**src/btc_pkg.sv**
```systemverilog
// Purpose: Shared constants for the branch trace control block.
// Assumes: 32-bit register bus, register index times four is the address.
// Notes:   Word offsets are indices; byte address is four times the index.
package btc_pkg;
  localparam int            AW          = 14;
  localparam logic [11:0]   IDX_STACK_LO = 12'h0040;
  localparam logic [11:0]   IDX_STACK_HI = 12'h0048;
  localparam logic [11:0]   IDX_TOS      = 12'h01c9;
  localparam logic [11:0]   IDX_CTL      = 12'h01d9;
  localparam logic [11:0]   IDX_LER_TO   = 12'h01dd;
  localparam logic [11:0]   IDX_LER_FROM = 12'h01de;
  localparam logic [11:0]   IDX_BUF_IDX  = 12'h0300;
  localparam logic [11:0]   IDX_BUF_MAX  = 12'h0301;
  localparam logic [11:0]   IDX_BUF_THR  = 12'h0302;
  localparam logic [11:0]   IDX_STATUS   = 12'h0303;
  localparam int            CTL_W       = 11;
  localparam int            B_REC       = 0;
  localparam int            B_STEP      = 1;
  localparam int            B_PIN       = 2;
  localparam int            B_MSG       = 6;
  localparam int            B_STORE     = 7;
  localparam int            B_SIRQ      = 8;
  localparam int            B_SKIP_K    = 9;
  localparam int            B_SKIP_U    = 10;
  localparam int            ST_STORE    = 0;
  localparam int            ST_PMI_MASK = 1;
  localparam logic [10:0]   CTL_RESET   = 11'h000;
  localparam logic [31:0]   BUF_MAX_RST = 32'h0000_00ff;
  localparam logic [31:0]   BUF_THR_RST = 32'h0000_00f0;
  localparam logic [1:0]    RESP_OKAY   = 2'h0;
  localparam logic [1:0]    RESP_SLVERR = 2'h2;
  localparam int            STACK_N     = 8;
  localparam int            TOS_W       = 3;
endpackage : btc_pkg

```
**src/btc_stack.sv**
```systemverilog
// Purpose: Last-branch stack, newest pointer and last-exception pair.
// Assumes: One record per cycle at most.
// Notes:   Read port is combinational; the parent registers it.
`timescale 1ns/1ps
module btc_stack
  import btc_pkg::*;
(
  input  wire logic              aclk,
  input  wire logic              aresetn,
  input  wire logic              rec_en,
  input  wire logic              ev_valid,
  input  wire logic              ev_is_exc,
  input  wire logic [31:0]       ev_from,
  input  wire logic [31:0]       ev_to,
  input  wire logic [TOS_W-1:0]  rd_sel,
  output logic      [31:0]       rd_from,
  output logic      [31:0]       rd_to,
  output logic      [TOS_W-1:0]  newest_record_pointer,
  output logic      [31:0]       ler_from,
  output logic      [31:0]       ler_to
);
  logic [63:0]      stack_r [STACK_N];
  logic [TOS_W-1:0] tos_r;
  logic [31:0]      ler_from_r;
  logic [31:0]      ler_to_r;
  logic [TOS_W-1:0] tos_nxt;

  assign tos_nxt  = tos_r + 3'h1;
  assign newest_record_pointer      = tos_r;
  assign rd_from  = stack_r[rd_sel][31:0];
  assign rd_to    = stack_r[rd_sel][63:32];
  assign ler_from = ler_from_r;
  assign ler_to   = ler_to_r;

  always_ff @(posedge aclk) begin
    if (!aresetn) begin
      tos_r <= '0;
      for (int i = 0; i < STACK_N; i++) stack_r[i] <= '0;
    end else if (rec_en && ev_valid) begin
      tos_r <= tos_nxt;
      stack_r[tos_nxt] <= {ev_to, ev_from};
    end
  end

  // The previous newest entry is copied before it can be overwritten.
  always_ff @(posedge aclk) begin
    if (!aresetn) begin
      ler_from_r <= '0;
      ler_to_r   <= '0;
    end else if (rec_en && ev_valid && ev_is_exc) begin
      ler_from_r <= stack_r[tos_r][31:0];
      ler_to_r   <= stack_r[tos_r][63:32];
    end
  end

  a_tos_advance: assert property (@(posedge aclk) disable iff (!aresetn)
    rec_en && ev_valid |=> tos_r == $past(tos_r) + 3'h1)
    else $error("Newest pointer did not advance.");
  a_entry_write: assert property (@(posedge aclk) disable iff (!aresetn)
    rec_en && ev_valid |=> stack_r[tos_r] == {$past(ev_to), $past(ev_from)})
    else $error("Stack entry not written at pointer.");
  a_ler_copy: assert property (@(posedge aclk) disable iff (!aresetn)
    rec_en && ev_valid && ev_is_exc
    |=> {ler_to_r, ler_from_r} == stack_r[$past(tos_r)])
    else $error("Last exception pair not captured.");
endmodule : btc_stack

```
**src/btc_top.sv**
```systemverilog
// Function
// - No messages while message enable clear.
// - Store clear sends on bus, set logs.
// - Never bus and buffer at once.
// - Interrupt flag clear makes buffer circular.
// - Interrupt flag set raises nearly-full interrupt.
// - Skip-kernel stores only privilege above zero.
// - Skip-user stores only privilege zero.
// - Both skips: message generated, nothing stored.
// - Interrupt when index reaches threshold.
// - All trace sources share one interrupt.
// - Full non-circular buffer keeps store setting.
// - Taken interrupt masks; software clears mask.
// - Record bit keeps last-branch stack running.
// - Step bit steps on control transfers.
// - Selected pin pulses on address match.
// - Unselected pin reports performance events.
// - Message enable bit six emits messages.
// - Bits seven, eight: store and interrupt.
// - Eight entries, source low, target high.
// - Three-bit pointer selects newest entry.
// - Exception pair keeps branch before exception.
//
// Purpose: Branch trace control with register slave on AXI4-Lite.
// Assumes: Event inputs are one-cycle pulses synchronous to aclk.
// Notes:   Buffer writes are requests; a memory writer performs them.
`timescale 1ns/1ps
module btc_top
  import btc_pkg::*;
#(
  parameter int  IW        = 32,
  parameter bit  PRIV_FILT = 1'b1
)(
  input  wire logic          aclk,
  input  wire logic          aresetn,
  input  wire logic          awvalid,
  output logic               awready,
  input  wire logic [AW-1:0] awaddr,
  input  wire logic          wvalid,
  output logic               wready,
  input  wire logic [31:0]   wdata,
  input  wire logic [3:0]    wstrb,
  output logic               bvalid,
  input  wire logic          bready,
  output logic [1:0]         bresp,
  input  wire logic          arvalid,
  output logic               arready,
  input  wire logic [AW-1:0] araddr,
  output logic               rvalid,
  input  wire logic          rready,
  output logic [31:0]        rdata,
  output logic [1:0]         rresp,
  input  wire logic          ev_valid,
  input  wire logic          ev_is_exc,
  input  wire logic [31:0]   ev_from,
  input  wire logic [31:0]   ev_to,
  input  wire logic [1:0]    privilege_level,
  input  wire logic          trap_flag,
  input  wire logic [3:0]    bp_match,
  input  wire logic [3:0]    perf_event,
  input  wire logic          nonprecise_ovf,
  input  wire logic          precise_ovf,
  input  wire logic          irq_taken,
  output logic               msg_valid,
  output logic [31:0]        msg_from,
  output logic [31:0]        msg_to,
  output logic               store_valid,
  output logic [IW-1:0]      store_slot,
  output logic [31:0]        store_from,
  output logic [31:0]        store_to,
  output logic               trace_irq,
  output logic               step_exc,
  output logic [3:0]         breakpoint_pin_n
);
  logic [CTL_W-1:0] ctl_r;
  logic [IW-1:0]    idx_r;
  logic [IW-1:0]    max_r;
  logic [IW-1:0]    thr_r;
  logic [1:0]       st_r;
  logic             aw_have_r;
  logic             w_have_r;
  logic [11:0]      aw_idx_r;
  logic [31:0]      wdata_r;
  logic [3:0]       wstrb_r;
  logic             go_bus;
  logic             go_store;
  logic             do_wr;
  logic             full;
  logic [11:0]      ar_idx;
  logic [2:0]       rd_sel;
  logic [31:0]      sk_from;
  logic [31:0]      sk_to;
  logic [2:0]       newest_record_pointer;
  logic [31:0]      ler_from;
  logic [31:0]      ler_to;
  logic [31:0]      rd_nxt;
  logic             rd_ok;
  logic             thr_hit;
  logic [31:0]      ctl_wr;

  function automatic logic [31:0] merge(input logic [31:0] old,
                                        input logic [31:0] nw,
                                        input logic [3:0]  be);
    logic [31:0] r;
    r = old;
    for (int b = 0; b < 4; b++) if (be[b]) r[8*b +: 8] = nw[8*b +: 8];
    return r;
  endfunction : merge

  function automatic logic [11:0] word_idx(input logic [AW-1:0] a);
    return a[AW-1:2];
  endfunction : word_idx

  // Write channel: address and data are latched independently.
  assign awready = !aw_have_r && !bvalid;
  assign wready  = !w_have_r && !bvalid;
  assign do_wr   = aw_have_r && w_have_r && !bvalid;

  always_ff @(posedge aclk) begin
    if (!aresetn) begin
      aw_have_r <= 1'b0;
      w_have_r  <= 1'b0;
      aw_idx_r  <= '0;
      wdata_r   <= '0;
      wstrb_r   <= '0;
      bvalid    <= 1'b0;
      bresp     <= RESP_OKAY;
    end else begin
      if (awvalid && awready) begin
        aw_have_r <= 1'b1;
        aw_idx_r  <= word_idx(awaddr);
      end
      if (wvalid && wready) begin
        w_have_r <= 1'b1;
        wdata_r  <= wdata;
        wstrb_r  <= wstrb;
      end
      if (do_wr) begin
        aw_have_r <= 1'b0;
        w_have_r  <= 1'b0;
        bvalid    <= 1'b1;
        bresp     <= (aw_idx_r == IDX_CTL || aw_idx_r == IDX_BUF_IDX ||
                      aw_idx_r == IDX_BUF_MAX || aw_idx_r == IDX_BUF_THR ||
                      aw_idx_r == IDX_STATUS) ? RESP_OKAY : RESP_SLVERR;
      end else if (bvalid && bready) begin
        bvalid <= 1'b0;
      end
    end
  end

  // Message routing decision for the current event.
  always_comb begin
    go_bus   = 1'b0;
    go_store = 1'b0;
    if (ev_valid && ctl_r[B_MSG]) begin
      if (!ctl_r[B_STORE]) begin
        go_bus = 1'b1;
      end else if (ctl_r[B_SKIP_K] && ctl_r[B_SKIP_U]) begin
        go_bus = 1'b1;
      end else if (ctl_r[B_SKIP_K] && privilege_level == 2'h0) begin
        go_store = 1'b0;
      end else if (ctl_r[B_SKIP_U] && privilege_level != 2'h0) begin
        go_store = 1'b0;
      end else begin
        go_store = 1'b1;
      end
    end
  end

  assign ctl_wr = merge({21'h0, ctl_r}, wdata_r, wstrb_r);

  // Control register; a step exception retires the step bit.
  always_ff @(posedge aclk) begin
    if (!aresetn) begin
      ctl_r <= CTL_RESET;
    end else if (do_wr && aw_idx_r == IDX_CTL) begin
      ctl_r <= ctl_wr[CTL_W-1:0]
               & {PRIV_FILT, PRIV_FILT, 9'h1ff};
    end else if (ev_valid && trap_flag && ctl_r[B_STEP]) begin
      ctl_r[B_STEP] <= 1'b0;
    end
  end

  assign full    = idx_r >= max_r;
  assign thr_hit = idx_r >= thr_r;

  // Buffer index: software writes win, which is how the handler rewinds it.
  always_ff @(posedge aclk) begin
    if (!aresetn) begin
      idx_r       <= '0;
      max_r       <= IW'(BUF_MAX_RST);
      thr_r       <= IW'(BUF_THR_RST);
      store_valid <= 1'b0;
      store_slot  <= '0;
      store_from  <= '0;
      store_to    <= '0;
    end else begin
      store_valid <= 1'b0;
      if (do_wr && aw_idx_r == IDX_BUF_MAX)
        max_r <= IW'(merge(32'(max_r), wdata_r, wstrb_r));
      if (do_wr && aw_idx_r == IDX_BUF_THR)
        thr_r <= IW'(merge(32'(thr_r), wdata_r, wstrb_r));
      if (do_wr && aw_idx_r == IDX_BUF_IDX) begin
        idx_r <= IW'(merge(32'(idx_r), wdata_r, wstrb_r));
      end else if (go_store) begin
        store_from <= ev_from;
        store_to   <= ev_to;
        if (!full) begin
          store_valid <= 1'b1;
          store_slot  <= idx_r;
          idx_r       <= idx_r + IW'(1);
        end else if (!ctl_r[B_SIRQ]) begin
          store_valid <= 1'b1;
          store_slot  <= '0;
          idx_r       <= IW'(1);
        end
        // A full buffer without wrap drops the record; store stays on.
      end
    end
  end

  // Bus message output, never together with a buffer write.
  always_ff @(posedge aclk) begin
    if (!aresetn) begin
      msg_valid <= 1'b0;
      msg_from  <= '0;
      msg_to    <= '0;
    end else begin
      msg_valid <= go_bus;
      if (go_bus) begin
        msg_from <= ev_from;
        msg_to   <= ev_to;
      end
    end
  end

  // Status: sticky store interrupt and mask, write one to clear.
  always_ff @(posedge aclk) begin
    if (!aresetn) begin
      st_r      <= '0;
      trace_irq <= 1'b0;
    end else begin
      for (int b = 0; b < 2; b++)
        if (do_wr && aw_idx_r == IDX_STATUS && wstrb_r[0] && wdata_r[b])
          st_r[b] <= 1'b0;
      if (ctl_r[B_MSG] && ctl_r[B_STORE] && ctl_r[B_SIRQ] && thr_hit)
        st_r[ST_STORE] <= 1'b1;
      if (irq_taken)
        st_r[ST_PMI_MASK] <= 1'b1;
      trace_irq <= (st_r[ST_STORE] || nonprecise_ovf || precise_ovf)
                   && !st_r[ST_PMI_MASK];
    end
  end

  // Step exception and breakpoint pins.
  always_ff @(posedge aclk) begin
    if (!aresetn) begin
      step_exc         <= 1'b0;
      breakpoint_pin_n <= 4'hf;
    end else begin
      step_exc <= ev_valid && trap_flag && ctl_r[B_STEP];
      for (int p = 0; p < 4; p++)
        if (ctl_r[B_PIN+p])
          breakpoint_pin_n[p] <= !(bp_match[p] && breakpoint_pin_n[p]);
        else
          breakpoint_pin_n[p] <= !perf_event[p];
    end
  end
  // The pulse rule above re-arms after one cycle high; a held match blinks.

  // Stack keeps running while the record bit or message enable is set.
  btc_stack u_stack (
    .aclk     (aclk),
    .aresetn  (aresetn),
    .rec_en   (ctl_r[B_REC] || ctl_r[B_MSG]),
    .ev_valid (ev_valid),
    .ev_is_exc(ev_is_exc),
    .ev_from  (ev_from),
    .ev_to    (ev_to),
    .rd_sel   (rd_sel),
    .rd_from  (sk_from),
    .rd_to    (sk_to),
    .newest_record_pointer      (newest_record_pointer),
    .ler_from (ler_from),
    .ler_to   (ler_to)
  );

  // Read channel: one word per request, answered the cycle after.
  assign ar_idx  = word_idx(araddr);
  assign rd_sel  = ar_idx[2:0];
  assign arready = !rvalid;

  always_comb begin
    rd_nxt = 32'h0000_0000;
    rd_ok  = 1'b1;
    if (ar_idx[11:3] == IDX_STACK_LO[11:3]) rd_nxt = sk_from;
    else if (ar_idx[11:3] == IDX_STACK_HI[11:3]) rd_nxt = sk_to;
    else if (ar_idx == IDX_TOS) rd_nxt = {29'h0, newest_record_pointer};
    else if (ar_idx == IDX_CTL) rd_nxt = {21'h0, ctl_r};
    else if (ar_idx == IDX_LER_TO) rd_nxt = ler_to;
    else if (ar_idx == IDX_LER_FROM) rd_nxt = ler_from;
    else if (ar_idx == IDX_BUF_IDX) rd_nxt = 32'(idx_r);
    else if (ar_idx == IDX_BUF_MAX) rd_nxt = 32'(max_r);
    else if (ar_idx == IDX_BUF_THR) rd_nxt = 32'(thr_r);
    else if (ar_idx == IDX_STATUS) rd_nxt = {30'h0, st_r};
    else rd_ok = 1'b0;
  end

  always_ff @(posedge aclk) begin
    if (!aresetn) begin
      rvalid <= 1'b0;
      rdata  <= '0;
      rresp  <= RESP_OKAY;
    end else if (arvalid && arready) begin
      rvalid <= 1'b1;
      rdata  <= rd_nxt;
      rresp  <= rd_ok ? RESP_OKAY : RESP_SLVERR;
    end else if (rvalid && rready) begin
      rvalid <= 1'b0;
    end
  end

  a_msg_off: assert property (@(posedge aclk) disable iff (!aresetn)
    !ctl_r[B_MSG] |=> !msg_valid && !store_valid)
    else $error("Trace output with messages disabled.");
  a_not_both: assert property (@(posedge aclk) disable iff (!aresetn)
    !(msg_valid && store_valid))
    else $error("Message sent and stored together.");
  a_bus_route: assert property (@(posedge aclk) disable iff (!aresetn)
    ev_valid && ctl_r[B_MSG] && !ctl_r[B_STORE]
    |=> msg_valid && msg_from == $past(ev_from))
    else $error("Bus message missing.");
  a_circ_wrap: assert property (@(posedge aclk) disable iff (!aresetn)
    go_store && full && !ctl_r[B_SIRQ] && !do_wr
    |=> store_valid && store_slot == '0 && idx_r == IW'(1))
    else $error("Circular buffer did not wrap.");
  a_skip_user: assert property (@(posedge aclk) disable iff (!aresetn)
    ev_valid && ctl_r[B_SKIP_U] && privilege_level != 2'h0
    |=> !store_valid)
    else $error("User-level record stored.");
  a_skip_kern: assert property (@(posedge aclk) disable iff (!aresetn)
    ev_valid && ctl_r[B_SKIP_K] && privilege_level == 2'h0
    |=> !store_valid)
    else $error("Kernel-level record stored.");
  a_skip_both: assert property (@(posedge aclk) disable iff (!aresetn)
    ev_valid && ctl_r[B_MSG] && ctl_r[B_STORE] && ctl_r[B_SKIP_K] &&
    ctl_r[B_SKIP_U] |=> msg_valid && !store_valid)
    else $error("Both skips did not route to bus.");
  a_thresh_irq: assert property (@(posedge aclk) disable iff (!aresetn)
    ctl_r[B_MSG] && ctl_r[B_STORE] && ctl_r[B_SIRQ] && thr_hit &&
    !st_r[ST_PMI_MASK] && !irq_taken |=> ##1 trace_irq)
    else $error("Threshold interrupt not raised.");
  a_pmi_mask: assert property (@(posedge aclk) disable iff (!aresetn)
    irq_taken |=> st_r[ST_PMI_MASK] ##1 !trace_irq)
    else $error("Interrupt not masked after being taken.");
  a_step_pulse: assert property (@(posedge aclk) disable iff (!aresetn)
    ev_valid && trap_flag && ctl_r[B_STEP] |=> step_exc && !ctl_r[B_STEP])
    else $error("Branch step exception missing.");
  a_pin_pulse: assert property (@(posedge aclk) disable iff (!aresetn)
    ctl_r[B_PIN] && bp_match[0] && breakpoint_pin_n[0] && !do_wr
    |=> !breakpoint_pin_n[0] ##1 breakpoint_pin_n[0] || !ctl_r[B_PIN])
    else $error("Breakpoint pin did not pulse.");
  a_perf_pin: assert property (@(posedge aclk) disable iff (!aresetn)
    !ctl_r[B_PIN+1] && !do_wr |=> breakpoint_pin_n[1] == !$past(perf_event[1]))
    else $error("Pin does not follow performance event.");

  c_bus_msg: cover property (@(posedge aclk) disable iff (!aresetn)
    msg_valid);
  c_wrap: cover property (@(posedge aclk) disable iff (!aresetn)
    store_valid && store_slot == '0 ##1 store_valid);
  c_irq: cover property (@(posedge aclk) disable iff (!aresetn)
    trace_irq ##1 irq_taken);
endmodule : btc_top

```
**config.mk**
```make
export PLATFORM = sky130hd
export DESIGN_NAME = btc_top
export DESIGN_NICKNAME = d
export VERILOG_FILES = /design/src/btc_pkg.sv /design/src/btc_stack.sv /design/src/btc_top.sv
export SDC_FILE = /design/constraint.sdc
export NUM_CORES = 2
export LEC_CHECK = 0
export BUFFER_PORTS_ARGS = -buffer_cell sky130_fd_sc_hd__buf_2
export CAP_MARGIN = 0
export CORE_MARGIN = 10
export CORE_UTILIZATION = 34
export CTS_BUF_LIST = sky130_fd_sc_hd__clkbuf_4
export DETAILED_ROUTE_END_ITERATION = 8
export GPL_TIMING_DRIVEN = 0
export PLACE_DENSITY_LB_ADDON = 0.25
export REMOVE_ABC_BUFFERS = 1
export SLEW_MARGIN = 20
export SYNTH_ARGS = -nofsm -noshare
export SYNTH_HDL_FRONTEND = slang
export SYNTH_SLANG_ARGS = --single-unit
```
**constraint.sdc**
```tcl
create_clock -name aclk -period 8 [get_ports aclk]
set_input_delay 2.4 -clock aclk [delete_from_list [all_inputs] [get_ports aclk]]
set_output_delay 2.4 -clock aclk [all_outputs]
set_load 0.02 [all_outputs]
```
# After elaboration in Yosys (flattened, before gate mapping)
# Memory sizes are Yosys's and may differ from the RTL's. A register that Yosys moved wholly into a read port is not among the register bits.
# Cells that the tools add are included.
# word_totals
ff_bits	368
latch_bits	0
ram_bits	512
rom_bits	0
inputBits	151
mem_count	1
# memory_table
memory	words	word_bits	rd	rd_ports_with_merged_regs	wr	line_no	rtl
u_stack.stack_r	8	64	2	1	8	btc_stack.sv:22	logic [63:0] stack_r [STACK_N];
# classes
n_addsub	2
n_mul	0
n_div	0
magnitude_cmp	2
n_eq_ne	22
n_shift	0
mux	64
bitwise	3
n_reduce_logical	82
# ops
operator	n
$mux W32	15
$eq A12 B10 Y1 const B	8
$ge A32 B32 Y1	2
$mux W64	1
$reduce_or A64 Y1	1
$eq A12 B9 Y1 const B	5
$mux W1	39
$logic_and A1 B1 Y1	33
$add A32 B1 Y32 const B	1
$mux W8	4
$reduce_and A2 Y1	12
$eq A9 B4 Y1 const B	2
$reduce_and A3 Y1	5
$logic_not A1 Y1	14
$reduce_bool A2 Y1	7
$ne A2 B2 Y1 const B	6
$mux W2	4
$logic_or A1 B1 Y1	7
$add A3 B1 Y3 const B	1
$mux W3	1
$ne A3 B2 Y1 const B	1
$not A1 Y1	3
$reduce_or A3 Y1	1
$logic_not A2 Y1	1
$reduce_or A2 Y1	1

# Longest topological paths before layout
# logic_depth
depth_word	12
ltp_mapped	12

# Modules after synthesis
# Synthesis repeated with hierarchy kept, for this count alone.
# unflattened
cells_unflattened	4342
hier_area_um2	45379.8
# by_module_without_submodules
module	n_inst	cells_per_inst	area_each_um2	seq_area_each_um2
btc_stack	1	2139	28293.4	16716.0
btc_top	1	2203	17086.4	7267.0

# Worst setup path after synthesis
# No wires, ideal clock.
# synth_path
path_kind	input to register
from	in ev_valid
to	mem u_stack.stack_r[2][0], enable pin
setup_time_ps	574
arrival_ps	7348
required_ps	7426
setup_slack_ps	78
path_stages	3
cell_sequence	o21a_1 -> nand3_1 -> o21ai_0
# synth_lines
item	line_no	rtl
start, declared	btc_top.sv:53	input wire logic ev_valid,
end, declared	btc_stack.sv:22	

==> flow_metrics.py <==
metrics = {
    "critical_path": {
        "cp.arrival_ns": 5.79,
        "crit_buf_inv": 5,
        "critPathSlowestCell": "nor3_2",
        "path_class": "in -> reg",
        "r2r-end": "idx_r[22]$_SDFFE_PN0P_",
        "crit_path_start_kind": "primary input",
        "reg2reg_slack_ns": 3.52,
        "crit_path_max_fanout": 58,
        "cpLargestDelayFamily": "simple AND/OR/NAND/NOR gates",
        "path_common_cell": "buf_12",
        "end_kind": "flop",
        "required_ns": 8.86,
        "r2r_cells": 10,
        "slowest_delay_ns": 0.69,
        "path_cells": "buf_8, buf_16, nand3b_1, nor3_2, buf_4, nand2b_4, buf_12, buf_12",
        "timing.rr.start": "idx_r[0]$_SDFFE_PN0P_",
    },
    "grt": {
        "grt-ovfl-total": 0,
        "antenna_found_initial": 6,
        "grt_pass1_wl_um": 224500,
        "grt_util_all_layers": 0.2021,
        "grt_max_degree": 118,
        "grt_pass1_vias": 34190,
    },
    "logic_synthesis": {
        "ys_warn_count": 0,
        "ys_ff_latch": 942,
        "ys_types": 75,
        "syn_area_per_cell_um2": 11.71,
        "synth_flop_cell": "edfxtp_1",
        "ys_seq_area_frac": 0.5300,
        "ys_async_sr_fraction": 0,
        "synth_edf_count": 512,
        "syn_inst": 3864,
        "syn_area_um2": 45250,
    },
    "finish": {
        "most-common-layout-cells": "nand2_1 (538), and2_1 (523), edfxtp_1 (512)",
        "drive_above_1_share": 0.2826,
        "fin_nets": 4562,
        "multiInputGateArea_um2": 20010,
        "final.fill_count": 12740,
        "regArea_um2": 23990,
        "area_growth_pct": 19.78,
        "fin_cells": 6315,
        "final_common_cell": "nand2_1",
    },
    "cts": {
        "post_cts.repair.setup_buffers": 0,
        "path_clk_slew_ns": 0.06,
        "insertion_delay_ns": 1.27,
        "numCtsBuffers": 294,
        "clock_path_buffers": 4,
        "tritoncts": "done",
        "holdBufCountCts": 0,
        "cts_sinks": 942,
        "cts_resized": 0,
        "clock-root-buffer": "clkbuf_4",
        "htree_levels": 5,
    },
    "power_and_ir_drop": {
        "power.density_nw_per_um2": 197.6,
        "p_leak_nw": 20.27,
        "irDropWorstVdd_mv": 0.1375,
        "finalPower_mw": 10.71,
    },
    "drt": {
        "drcViolationCount": 0,
        "via_per_inst": 5.289,
        "first_pass_iters": 5,
        "drt-total-wl_um": 152400,
        "ant_nets": 0,
        "wl_per_cell_um": 24.13,
        "drt_iter0_markers": 2596,
        "vias": 33400,
    },
    "floorplanning": {
        "num_rows": 133,
        "design.core.area_um2": 131800,
        "fp.dieW_um": 384.8,
        "die_h_um": 384.8,
        "die_area_um2": 148100,
        "start_util": 0.3433,
        "ios": 360,
    },
    "timing": {
        "relSlewSlack": 0.1790,
        "hold_ws_ns": 0.4092,
        "tightestPinTransition_ns": 1.227,
        "rsz0062_at_grt": "false",
        "hold_viol_final": 0,
        "fmax_mhz": 202.5,
        "setup_viol": 0,
        "finalClockSkew_ns": 0.1282,
        "min_period_ns": 4.937,
        "timing.final.max_slew_violations": 0,
        "fin_crit_sh": 0.6171,
    },
    "min_path": {
        "hold_class": "reg -> reg",
        "hold_path_end": "max_r[26]$_SDFFE_PN0P_",
        "hp-start": "wdata_r[26]$_SDFFE_PN0P_",
        "hold_depth": 2,
    },
    "place": {
        "numPlacedInstances": 5804,
        "io_buffers": 353,
        "dp_hpwl_um": 102300,
        "place_congestion": 0.8287,
    },
    "job": {
        "cap_violations": 0,
    },
    "run_status": {
        "status": "complete, no violations",
    },
}
## where the power goes
part	leakage, nW	internal, mW	total [mW]	switching (mW)
clock network	2.17	2.54	4.73	2.19
logic	9.33	0.279	0.696	0.417
registers	8.77	5.21	5.29	0.0807
## sequential cells by signal, summed over array words and instances, names as in the netlist, 3 cells and up
| signal | count |
|---|---|
| breakpoint_pin_n | 4 |
| aw_idx_r | 12 |
| idx_r | 32 |
| store_to | 32 |
| u_stack.stack_r | 512 |
| wdata_r | 32 |
| msg_from | 32 |
| store_from | 32 |
| store_slot | 32 |
| max_r | 32 |
| rdata | 32 |
| thr_r | 32 |
| u_stack.newest_record_pointer | 3 |
| msg_to | 32 |
| ctl_r | 11 |
| u_stack.ler_to | 32 |
| wstrb_r | 4 |
| u_stack.ler_from | 32 |
## per-layer routing
metal  wire [um]  track usage  share of wire  vias to the layer above
met5           0            0              0                        -
li1            -            -              -                    15270
met1       65100       0.2611           0.43                    16670
met4        4037      0.06825          0.026                        0
met3       10960      0.04926          0.072                      250
met2       72300       0.3303           0.47                     1203
## synthesized netlist by cell type, types with 44 or more instances
library cell  instances  area (um2)
a211oi_1             70       525.5
a21oi_1             287        1436
and2_1              525        3284
clkbuf_1            221       829.6
dfxtp_1             430        8608
edfxtp_1            512       15370
ha_1                 66       825.8
inv_1                75       281.5
mux2i_1             136        1361
mux4_2              290        6531
nand2_1             540        2027
nand3_1              44       220.2
nor2_1              184       690.7
o21ai_0              89       445.4
## worst min-delay path, delay by kind of cell (launching register included)
family | cells | cell delay, ns
DFF | 1 | 0.34
and+or+nand+nor | 1 | 0.07
AOI/OAI and AO/OA | 1 | 0.06
## how the worst max path moves through the flow
stage,startpoint,cells after the start,to
finish,aresetn,8,u_stack.stack_r[1][36]$_SDFFCE_PN0P_
global route,aresetn,8,u_stack.stack_r[5][63]$_SDFFCE_PN0P_
CTS,aresetn,8,u_stack.stack_r[5][11]$_SDFFCE_PN0P_
detailed placement,aresetn,8,u_stack.stack_r[5][56]$_SDFFCE_PN0P_
global placement,u_stack.newest_record_pointer[0]$_SDFFE_PN0P_,3,u_stack.stack_r[0][24]$_SDFFCE_PN0P_
floorplan,u_stack.newest_record_pointer[0]$_SDFFE_PN0P_,2,u_stack.stack_r[2][0]$_SDFFCE_PN0P_
## through the flow
step	setup WS, ns	util	area [um2]	TNS (ns)
after global placement	-14.62	0.3644	48030	-
after floorplan	-3.566	-	44060	-1768.85
after CTS	3.230	0.4111	54180	0
after detailed placement	1.908	0.3839	50590	0
final	3.063	0.4112	54200	0
after global routing	3.021	0.4112	54190	0
## layout make-up
type / count / area share
clock buffers: 450 / 0.06233
well taps: 1755 / 0.04052
inverters: 76 / 0.005402
repair buffers: 475 / 0.07565
clock inverters: 55 / 0.003855
diodes: 6 / 0.0002770
flip-flops and latches: 942 / 0.4427
multi-input cells: 2556 / 0.3693
## logic make-up (layout without fill, tap and decap cells)
kind of cell    Yosys count  in the layout  share of synthesized area
simple gates           1422           1422                     0.1567
other cells               1              8                 0.00008288
buf+inv                 367           1056                    0.03257
mux                     427            427                     0.1747
flops                   942            942                     0.5300
compound gates          625            625                    0.08500
fa+ha+maj                66             66                    0.01825
xor+xnor                 14             14                   0.002710
(Power assumes the default switching activity.)
